### src/rtl/dasc_pkg.sv
// constants, types and helpers shared by the attenuator state control
package dasc_pkg;

  // ==========================================================
  // word layout
  localparam int unsigned WORD_W     = 56;
  localparam int unsigned STATE_W    = 5;
  localparam int unsigned NUM_STATES = 4;
  localparam int unsigned FIELD_W    = STATE_W * NUM_STATES;
  localparam int unsigned ATT1_BASE  = 8;
  localparam int unsigned ATT2_BASE  = 36;
  localparam logic [55:0] WORD_KEEP_MASK = 56'hFFFFF00FFFFF00;
  localparam logic [55:0] WORD_RESET     = 56'h00000000000000;

  // ==========================================================
  // apb map
  localparam logic [7:0] OFS_WORD_LO = 8'h00;
  localparam logic [7:0] OFS_WORD_HI = 8'h04;
  localparam logic [7:0] OFS_STATUS  = 8'h08;
  localparam int unsigned HI_W       = WORD_W - 32;
  localparam int unsigned ST_ATT1_LSB = 0;
  localparam int unsigned ST_ATT2_LSB = 8;
  localparam int unsigned ST_MODE_BIT = 16;
  localparam logic [31:0] RDATA_RESET = 32'h00000000;

  // ==========================================================
  // pin carrier
  typedef struct packed {
    logic                  mode;
    logic [1:0]            sel1;
    logic [1:0]            sel2;
    logic [STATE_W-1:0]    dir1;
    logic [STATE_W-1:0]    dir2;
  } dasc_pins_t;

  localparam int unsigned PINS_W = $bits(dasc_pins_t);

  typedef struct packed {
    logic [STATE_W-1:0] att1;
    logic [STATE_W-1:0] att2;
  } dasc_applied_t;

  // ==========================================================
  // helpers
  function automatic logic [FIELD_W-1:0] stateBank(input logic [WORD_W-1:0] w,
                                                   input int unsigned base);
    stateBank = w[base +: FIELD_W];
  endfunction

  function automatic logic [31:0] mergeBytes(input logic [31:0] old,
                                             input logic [31:0] wd,
                                             input logic [3:0]  strb);
    logic [31:0] r;
    r = old;
    for (int i = 0; i < 4; i++) begin
      if (strb[i]) begin
        r[8*i +: 8] = wd[8*i +: 8];
      end
    end
    mergeBytes = r;
  endfunction

endpackage

### src/rtl/dasc_pin_sync.sv
// three-stage synchroniser with agreement filter for pin inputs
`timescale 1ns/10ps
`default_nettype none

module dasc_pin_sync #(
  parameter int unsigned W = 1
) (
  // clock and control
  input  wire logic         clk,
  input  wire logic         reset,
  input  wire logic         ce,
  // pins in, filtered out
  input  wire logic [W-1:0] din,
  output var  logic [W-1:0] dout
);

  logic [W-1:0] s1;
  logic [W-1:0] s2;
  logic [W-1:0] s3;

  // ==========================================================
  // flop chain
  always_ff @(posedge clk) begin
    if (reset) begin
      s1 <= '0;
      s2 <= '0;
      s3 <= '0;
    end else if (ce) begin
      s1 <= din;
      s2 <= s1;
      s3 <= s2;
    end
  end

  // ==========================================================
  // accept a bit once stages two and three agree
  always_ff @(posedge clk) begin
    if (reset) begin
      dout <= '0;
    end else if (ce) begin
      dout <= (s3 & ~(s2 ^ s3)) | (dout & (s2 ^ s3));
    end
  end

endmodule // dasc_pin_sync

`default_nettype wire

### src/rtl/dasc_state_pick.sv
// picks one of four stored five-bit states by a two-pin select
`timescale 1ns/10ps
`default_nettype none

module dasc_state_pick (
  // stored states, state one lowest
  input  wire logic [dasc_pkg::FIELD_W-1:0] bank,
  // select pins: bit 0 low pin, bit 1 high pin
  input  wire logic [1:0]                   sel,
  // chosen state
  output var  logic [dasc_pkg::STATE_W-1:0] state
);

  // ==========================================================
  // index {high, low}: 00 s1, 01 s2, 10 s3, 11 s4
  always_comb begin
    case (sel)
      2'h0:    state = bank[0*dasc_pkg::STATE_W +: dasc_pkg::STATE_W];
      2'h1:    state = bank[1*dasc_pkg::STATE_W +: dasc_pkg::STATE_W];
      2'h2:    state = bank[2*dasc_pkg::STATE_W +: dasc_pkg::STATE_W];
      2'h3:    state = bank[3*dasc_pkg::STATE_W +: dasc_pkg::STATE_W];
      default: state = '0;
    endcase
  end

endmodule // dasc_state_pick

`default_nettype wire

### src/rtl/dasc_top.sv
// dual attenuator state control: apb word store, pin sync, state apply
//
// Contract
// - word bits 12..8 are attenuator one state one
// - mode low: attenuators follow direct weight inputs
// - stored mode: drive applied levels onto direct pins
// - attenuator one selects state by its pin pair
// - attenuator two selects state, same encoding
// - attenuator one states in word bits 8..27
// - attenuator two states in word bits 36..55
// - 56-bit word, field top bit weighs 16 dB
//
// Decided for this implementation: the APB slave port and the register addresses.
`timescale 1ns/10ps
`default_nettype none

module dasc_top (
  // clock, reset, enable
  input  wire logic                         clk,
  input  wire logic                         reset,
  input  wire logic                         ce,
  // apb slave
  input  wire logic                         psel,
  input  wire logic                         penable,
  input  wire logic                         pwrite,
  input  wire logic [7:0]                   paddr,
  input  wire logic [31:0]                  pwdata,
  input  wire logic [3:0]                   pstrb,
  output var  logic [31:0]                  prdata,
  output var  logic                         pready,
  output var  logic                         pslverr,
  // mode and state select pins
  input  wire logic                         source_mode_select,
  input  wire logic                         att1_state_sel_low,
  input  wire logic                         att1_state_sel_high,
  input  wire logic                         att2_state_sel_low,
  input  wire logic                         att2_state_sel_high,
  // direct weight pins, attenuator one
  input  wire logic [dasc_pkg::STATE_W-1:0] direct_weight_inputs1_in,
  output var  logic [dasc_pkg::STATE_W-1:0] direct_weight_inputs1_out,
  output var  logic [dasc_pkg::STATE_W-1:0] direct_weight_inputs1_oe,
  // direct weight pins, attenuator two
  input  wire logic [dasc_pkg::STATE_W-1:0] direct_weight_inputs2_in,
  output var  logic [dasc_pkg::STATE_W-1:0] direct_weight_inputs2_out,
  output var  logic [dasc_pkg::STATE_W-1:0] direct_weight_inputs2_oe,
  // attenuator stage controls, bit 4 = 16 dB
  output var  logic [dasc_pkg::STATE_W-1:0] att1Ctrl,
  output var  logic [dasc_pkg::STATE_W-1:0] att2Ctrl
);

  logic [dasc_pkg::WORD_W-1:0]  word;
  dasc_pkg::dasc_pins_t         rawPins;
  dasc_pkg::dasc_pins_t         pins;
  logic [dasc_pkg::STATE_W-1:0] pick1;
  logic [dasc_pkg::STATE_W-1:0] pick2;
  logic [dasc_pkg::STATE_W-1:0] next_att1;
  logic [dasc_pkg::STATE_W-1:0] next_att2;
  logic                         waitDone;
  logic                         access;
  logic                         hitLo;
  logic                         hitHi;
  logic                         hitSt;
  logic [31:0]                  wordLoView;
  logic [31:0]                  wordHiView;
  logic [31:0]                  hiMerged;

  // ==========================================================
  // pin synchronisers
  always_comb begin
    rawPins.mode = source_mode_select;
    rawPins.sel1 = {att1_state_sel_high, att1_state_sel_low};
    rawPins.sel2 = {att2_state_sel_high, att2_state_sel_low};
    rawPins.dir1 = direct_weight_inputs1_in;
    rawPins.dir2 = direct_weight_inputs2_in;
  end

  dasc_pin_sync #(
    .W (dasc_pkg::PINS_W)
  ) u_sync (
    .clk   (clk),
    .reset (reset),
    .ce    (ce),
    .din   (rawPins),
    .dout  (pins)
  );

  // ==========================================================
  // state selection
  // bank one fields
  dasc_state_pick u_pick1 (
    .bank  (dasc_pkg::stateBank(word, dasc_pkg::ATT1_BASE)),
    .sel   (pins.sel1),
    .state (pick1)
  );

  dasc_state_pick u_pick2 (
    .bank  (dasc_pkg::stateBank(word, dasc_pkg::ATT2_BASE)),
    .sel   (pins.sel2),
    .state (pick2)
  );

  // ==========================================================
  // source mux
  always_comb begin
    next_att1 = pins.dir1;
    next_att2 = pins.dir2;
    if (pins.mode) begin
      next_att1 = pick1;
      next_att2 = pick2;
    end
  end

  always_ff @(posedge clk) begin
    if (reset) begin
      att1Ctrl <= '0;
      att2Ctrl <= '0;
    end else if (ce) begin
      att1Ctrl <= next_att1;
      att2Ctrl <= next_att2;
    end
  end

  // ==========================================================
  // direct pin readback drive
  // drive applied levels in stored mode
  always_ff @(posedge clk) begin
    if (reset) begin
      direct_weight_inputs1_out <= '0;
      direct_weight_inputs2_out <= '0;
      direct_weight_inputs1_oe  <= '0;
      direct_weight_inputs2_oe  <= '0;
    end else if (ce) begin
      direct_weight_inputs1_out <= next_att1;
      direct_weight_inputs2_out <= next_att2;
      direct_weight_inputs1_oe  <= {dasc_pkg::STATE_W{pins.mode}};
      direct_weight_inputs2_oe  <= {dasc_pkg::STATE_W{pins.mode}};
    end
  end

  // ==========================================================
  // apb decode, one wait state
  assign access = psel && penable;
  assign hitLo  = (paddr == dasc_pkg::OFS_WORD_LO);
  assign hitHi  = (paddr == dasc_pkg::OFS_WORD_HI);
  assign hitSt  = (paddr == dasc_pkg::OFS_STATUS);
  assign pready = waitDone && access;

  // word views, reserved bits read zero
  assign wordLoView = word[31:0] & dasc_pkg::WORD_KEEP_MASK[31:0];
  assign wordHiView = {8'h00, word[55:32] & dasc_pkg::WORD_KEEP_MASK[55:32]};
  assign hiMerged   = dasc_pkg::mergeBytes(wordHiView, pwdata, pstrb);

  always_ff @(posedge clk) begin
    if (reset) begin
      waitDone <= 1'b0;
    end else if (ce) begin
      waitDone <= access && !waitDone;
    end
  end

  always_ff @(posedge clk) begin
    if (reset) begin
      prdata  <= dasc_pkg::RDATA_RESET;
      pslverr <= 1'b0;
    end else if (ce && access && !waitDone) begin
      pslverr <= !(hitLo || hitHi || hitSt);
      prdata  <= dasc_pkg::RDATA_RESET;
      if (!pwrite) begin
        if (hitLo) begin
          prdata <= wordLoView;
        end else if (hitHi) begin
          prdata <= wordHiView;
        end else if (hitSt) begin
          prdata[dasc_pkg::ST_ATT1_LSB +: dasc_pkg::STATE_W] <= att1Ctrl;
          prdata[dasc_pkg::ST_ATT2_LSB +: dasc_pkg::STATE_W] <= att2Ctrl;
          prdata[dasc_pkg::ST_MODE_BIT]                      <= pins.mode;
        end
      end
    end
  end

  // ==========================================================
  // word store
  // word fields fixed by position
  always_ff @(posedge clk) begin
    if (reset) begin
      word <= dasc_pkg::WORD_RESET;
    end else if (ce && pready && pwrite) begin
      if (hitLo) begin
        word[31:0] <= dasc_pkg::mergeBytes(word[31:0], pwdata, pstrb)
                      & dasc_pkg::WORD_KEEP_MASK[31:0];
      end else if (hitHi) begin
        word[55:32] <= hiMerged[dasc_pkg::HI_W-1:0]
                       & dasc_pkg::WORD_KEEP_MASK[55:32];
      end
    end
  end
endmodule // dasc_top

`default_nettype wire

### config.mk
export PLATFORM = sky130hd
export DESIGN_NAME = dasc_top
export DESIGN_NICKNAME = d
export VERILOG_FILES = /design/src/rtl/dasc_pkg.sv /design/src/rtl/dasc_pin_sync.sv /design/src/rtl/dasc_state_pick.sv /design/src/rtl/dasc_top.sv
export SDC_FILE = /design/constraint.sdc
export NUM_CORES = 1
export LEC_CHECK = 0
export BUFFER_PORTS_ARGS = -buffer_cell sky130_fd_sc_hd__buf_4
export CAP_MARGIN = 20
export CORE_ASPECT_RATIO = 1.25
export CORE_MARGIN = 3
export CORE_UTILIZATION = 35
export CTS_CLUSTER_DIAMETER = 100
export DETAILED_ROUTE_END_ITERATION = 12
export PLACE_DENSITY_LB_ADDON = 0.1
export SLEW_MARGIN = 20
export SYNTH_ARGS = -nofsm -noshare
export SYNTH_HDL_FRONTEND = slang
export SYNTH_HIERARCHICAL = 1
export SYNTH_SLANG_ARGS = --single-unit
### constraint.sdc
create_clock -name clk -period 3.7 [get_ports clk]
set_clock_uncertainty 0.1 [all_clocks]
set_input_delay 0.185 -clock clk [delete_from_list [all_inputs] [get_ports clk]]
set_output_delay 0.185 -clock clk [all_outputs]
set_load 0.05 [all_outputs]
==> impl_summary.md <==
Die
The I/O pin total is 129. The core outline area is 0.0169 mm². Measured along the y axis, the die boundary spans 153 µm. The total die area is 0.0190 mm². After floorplanning, the core was divided into 53 placement rows. The die is 124 µm wide. Once the floorplan was initialized, standard cells occupied 35.9% of the core.

Power
The static leakage power is 3.08 nW. The worst-case IR drop observed on VDD is 278 µV. Summing internal, switching and leakage power gives 0.00365 W.

The share of total power consumed by net switching is 22.1%. Per report_power, the clock group accounts for 49.5% of the total. The power density relative to cell area is 462 mW/mm². The analysis attributes to net switching a power of 0.000807 W.

Sequential cells account for 42.9% of the total power. The cell internal power dissipation is 0.00284 W. Of the total power, combinational logic draws 7.7%.

Setup path
The critical path endpoint category is a flip-flop. The capture instance of the worst register-to-register path is prdata[16]. The reg-to-reg critical path startpoint is waitDone. The maximum fanout count along the critical path is 26. STA classifies the critical path startpoint as a flip-flop. The critical path goes through nand4b_1 -> buf_4 -> nor2b_1 -> a22oi_1 -> o21ai_0. The slack of the worst reg-to-reg path is 1590 ps. The critical path in this run is classified as flip-flop to flip-flop. The slowest stage of the critical path is the nor2b_1 cell. The data arrival time of the worst path is 2350 ps. The delay of the slowest cell on the worst path is 720 ps. Measured in cells, the most critical reg-to-reg path has a length of 5. The required time reported for the critical path endpoint is 3940 ps.

GRT
The number of global-route vias before repair is 4,408. The global route total overflow is 0. Across every metal layer, demand over resource in global routing totals 16.9%. The first-pass GRT wire length is 24,400 µm. The largest net degree at the start of global routing is 105. The initial antenna violation count is 0.

Cells and area
At the end of the flow, the number of nets in the layout was 779. The total area of sequential cells is 0.00282 mm². Excluding fillers, the count of instances in the completed layout stands at 947. The filler cell count in the final layout is 1,602.

The post-synthesis to final-layout area growth is 29.9%. The fraction of final layout cells sized beyond drive strength 1 is 23.9%. For this run, the share of the core covered by cells in the final layout is 46.7%. The multi-input combinational cells in the finished layout cover a total of 0.00281 mm². The repair_antennas step left the layout with diodes totalling 0.

Yosys
The main combinational cell family by area after synthesis is multiplexers. The count of yosys warnings during synthesis is 6. The number of distinct library cells after synthesis is 38. The basic-gate share of the synthesized area counting and, or, nand and nor cells is 15.3%. After Yosys synthesis, full adders, half adders and majority gates account for 0% of the synthesized area. Synthesis produced a netlist whose cell count is 594. In this run, synthesis produced a sequential element count of 141. Yosys mapped a number of flops with a built-in enable equal to 0. The primary flip-flop cell chosen by synthesis mapping is dfxtp_1. Each instance of the synthesized netlist takes up on average 10.2 µm². The netlist area before placement is 0.00608 mm². Of all flip-flops after synthesis, the portion carrying an async set or reset was 0%.

Summing the sequential cell areas from Yosys gives 46.4% of the chip area. The fraction of synthesized area in multiplexers is 20.5%. The synthesized netlist devotes 10.1% of its cell area to compound gates.

The xor-xnor portion of the synthesized cell area is 0%.

Placement
Counting tap cells, the placed design contains a total of 876 instances. After legalization and detailed placement, the total HPWL measured 10,900 µm. The routability congestion estimate from global placement is 0.840. During placement, the flow inserted port buffers numbering 116.

Drt
For this run, the detailed router's first-pass iteration total came to 5. The detail-routed net length per standard cell is 16.6 µm. The routed via count is 4,648. Using the TritonRoute via totals, the vias-per-cell ratio works out to 4.91. The final antenna-violating net count is 0. The total wire length after detailed routing is 15,800 µm. The detailed router's first-iteration violation count is 212. The remaining design rule violation count is 0.

STA
For the finished layout, the period the worst path requires is 2110 ps. The max-slew violation count is 0. The final setup violation count is 0. For the pin with the worst max-slew slack, the measured transition is 1030 ps. The post-route clock period utilization is 56.9%.

Setup repair after global routing left no endpoint under its margin. In the final timing run, aggregate negative setup slack is 0 ps. The tightest slew margin relative to the limit is 31.1%. The maximum operating frequency is 475 MHz.

The number of endpoints with negative hold slack in the final report came to 0.

Clock tree
The number of H-tree levels is 4. After clock tree synthesis, the clock-pin slew on the worst setup and hold paths is 60 ps. The maximum root-to-sink buffer count is 2.

The root buffer selected by CTS is clkbuf_16. The total clock buffers created by CTS is 17. The TritonCTS clock tree is built. The post-CTS setup buffer count is 0. The clock latency at the later pin of the worst-skew pair is 420 ps. For this design, the sink count on the clock tree is 141.

Min path
Along the worst hold path, the cell count comes to 3. The worst hold path begins at paddr[2]. The sink of the worst hold path is pslverr. The tightest min-delay check is of the primary input to flip-flop type.

Outcome
The run finished with clean final reports.

Job
The tool flagged a number of max-cap violations equal to 0.
[metrics by stage]
step	hold slack [ps]	instance area [µm²]	setup WS, ps
after global routing	50.8	7900	1400
after CTS	34.8	7900	1580
after global placement	318	6870	1310
final	52.0	7900	1590
after detailed placement	326	6870	1260
after floorplan	232	6090	1760
[cells in the mapped netlist, drive strengths merged (2+ instances only)]
cell type  instances  area [µm²]
a21oi             27         135
dfxtp            141        2820
nor4              10         165
o21ai              6        30.0
nand4b             2        17.5
mux2i            102        1020
nor2             106         398
buf               42         329
a22oi             10        75.1
nand2b            16         100
inv               16        60.1
nand4              4        25.0
mux4              10         225
a22o               4        35.0
o32ai             15         131
a211oi            10        75.1
nor2b             17         106
and3               2        12.5
clkbuf            20        75.1
a32oi             13         114
nand2             10        37.5
[repair_timing]
action	in CTS	in global routing
hold buffers	39	0
resized for setup	0	0
hold endpoints to repair	55	0
[metal layers]
| layer | vias to the layer above | track usage [%] | share of wire [%] |
|---|---|---|---|
| met5 | - | 0 | 0 |
| met4 | 0 | 6.75 | 1.6 |
| met3 | 18 | 3.52 | 4.8 |
| met2 | 101 | 27.5 | 50 |
| met1 | 2192 | 21.6 | 44 |
| li1 | 2337 | - | - |
[power groups by stage]
| stage | combinational (W) | sequential, W | clock, W |
|---|---|---|---|
| 2_1_floorplan | 0.000156 | 0.00161 | 0 |
| 6_report | 0.000280 | 0.00156 | 0.00181 |
| 3_3_place_gp | 0.000243 | 0.00160 | 0 |
| 3_5_place_dp | 0.000249 | 0.00160 | 0 |
| 5_1_grt | 0.000303 | 0.00157 | 0.00191 |
| 4_1_cts | 0.000281 | 0.00156 | 0.00185 |
[how the worst max path moves through the flow]
| stage | startpoint | end | slack (ps) |
|---|---|---|---|
| 2_1_floorplan | paddr[7] | word[10] | 1760 |
| 3_3_place_gp | ce | word[45] | 1310 |
| 3_5_place_dp | ce | word[47] | 1260 |
| 4_1_cts | waitDone | prdata[10] | 1580 |
| 5_1_grt | waitDone | prdata[9] | 1400 |
| 6_report | waitDone | prdata[16] | 1590 |
[cell usage in the layout, fill, tap and decap left out, types with 3 or more instances in the layout]
| cell type | instances |
|---|---|
| bufinv_16 | 4 |
| nand2_1 | 10 |
| a211oi_1 | 10 |
| a22oi_1 | 10 |
| nand4_1 | 4 |
| mux2i_1 | 102 |
| a22o_1 | 4 |
| inv_1 | 16 |
| clkbuf_16 | 17 |
| mux4_2 | 10 |
| nor2b_1 | 16 |
| buf_4 | 121 |
| a32oi_1 | 13 |
| nor2_1 | 106 |
| clkinv_2 | 4 |
| nor4_4 | 6 |
| nand2b_1 | 16 |
| dfxtp_1 | 141 |
| o21ai_0 | 6 |
| clkbuf_8 | 3 |
| conb_1 | 4 |
| dlygate4sd3_1 | 39 |
| o32ai_1 | 15 |
| a21oi_1 | 27 |
[critical path: cells and delay by family, from the launching register on]
kind            cells  cell delay (ps)
compound gates      2              310
buf+inv             1              330
flops               1              430
simple gates        2              870
[cell families after synthesis]
group / after synthesis
muxes: 112
buffers and inverters: 78
DFF: 141
AOI/OAI and AO/OA: 87
and+or+nand+nor: 175
other: 1
[layout make-up]
class | instances | area share, %
Sequential cell | 141 | 35.7
Multi-Input combinational cell | 378 | 35.5
Timing Repair Buffer | 160 | 16.4
Clock buffer | 21 | 5.96
Tap cell | 220 | 3.49
Clock inverter | 11 | 2.08
Inverter | 16 | 0.761
No activity file was read; power rests on OpenSTA's default activity.
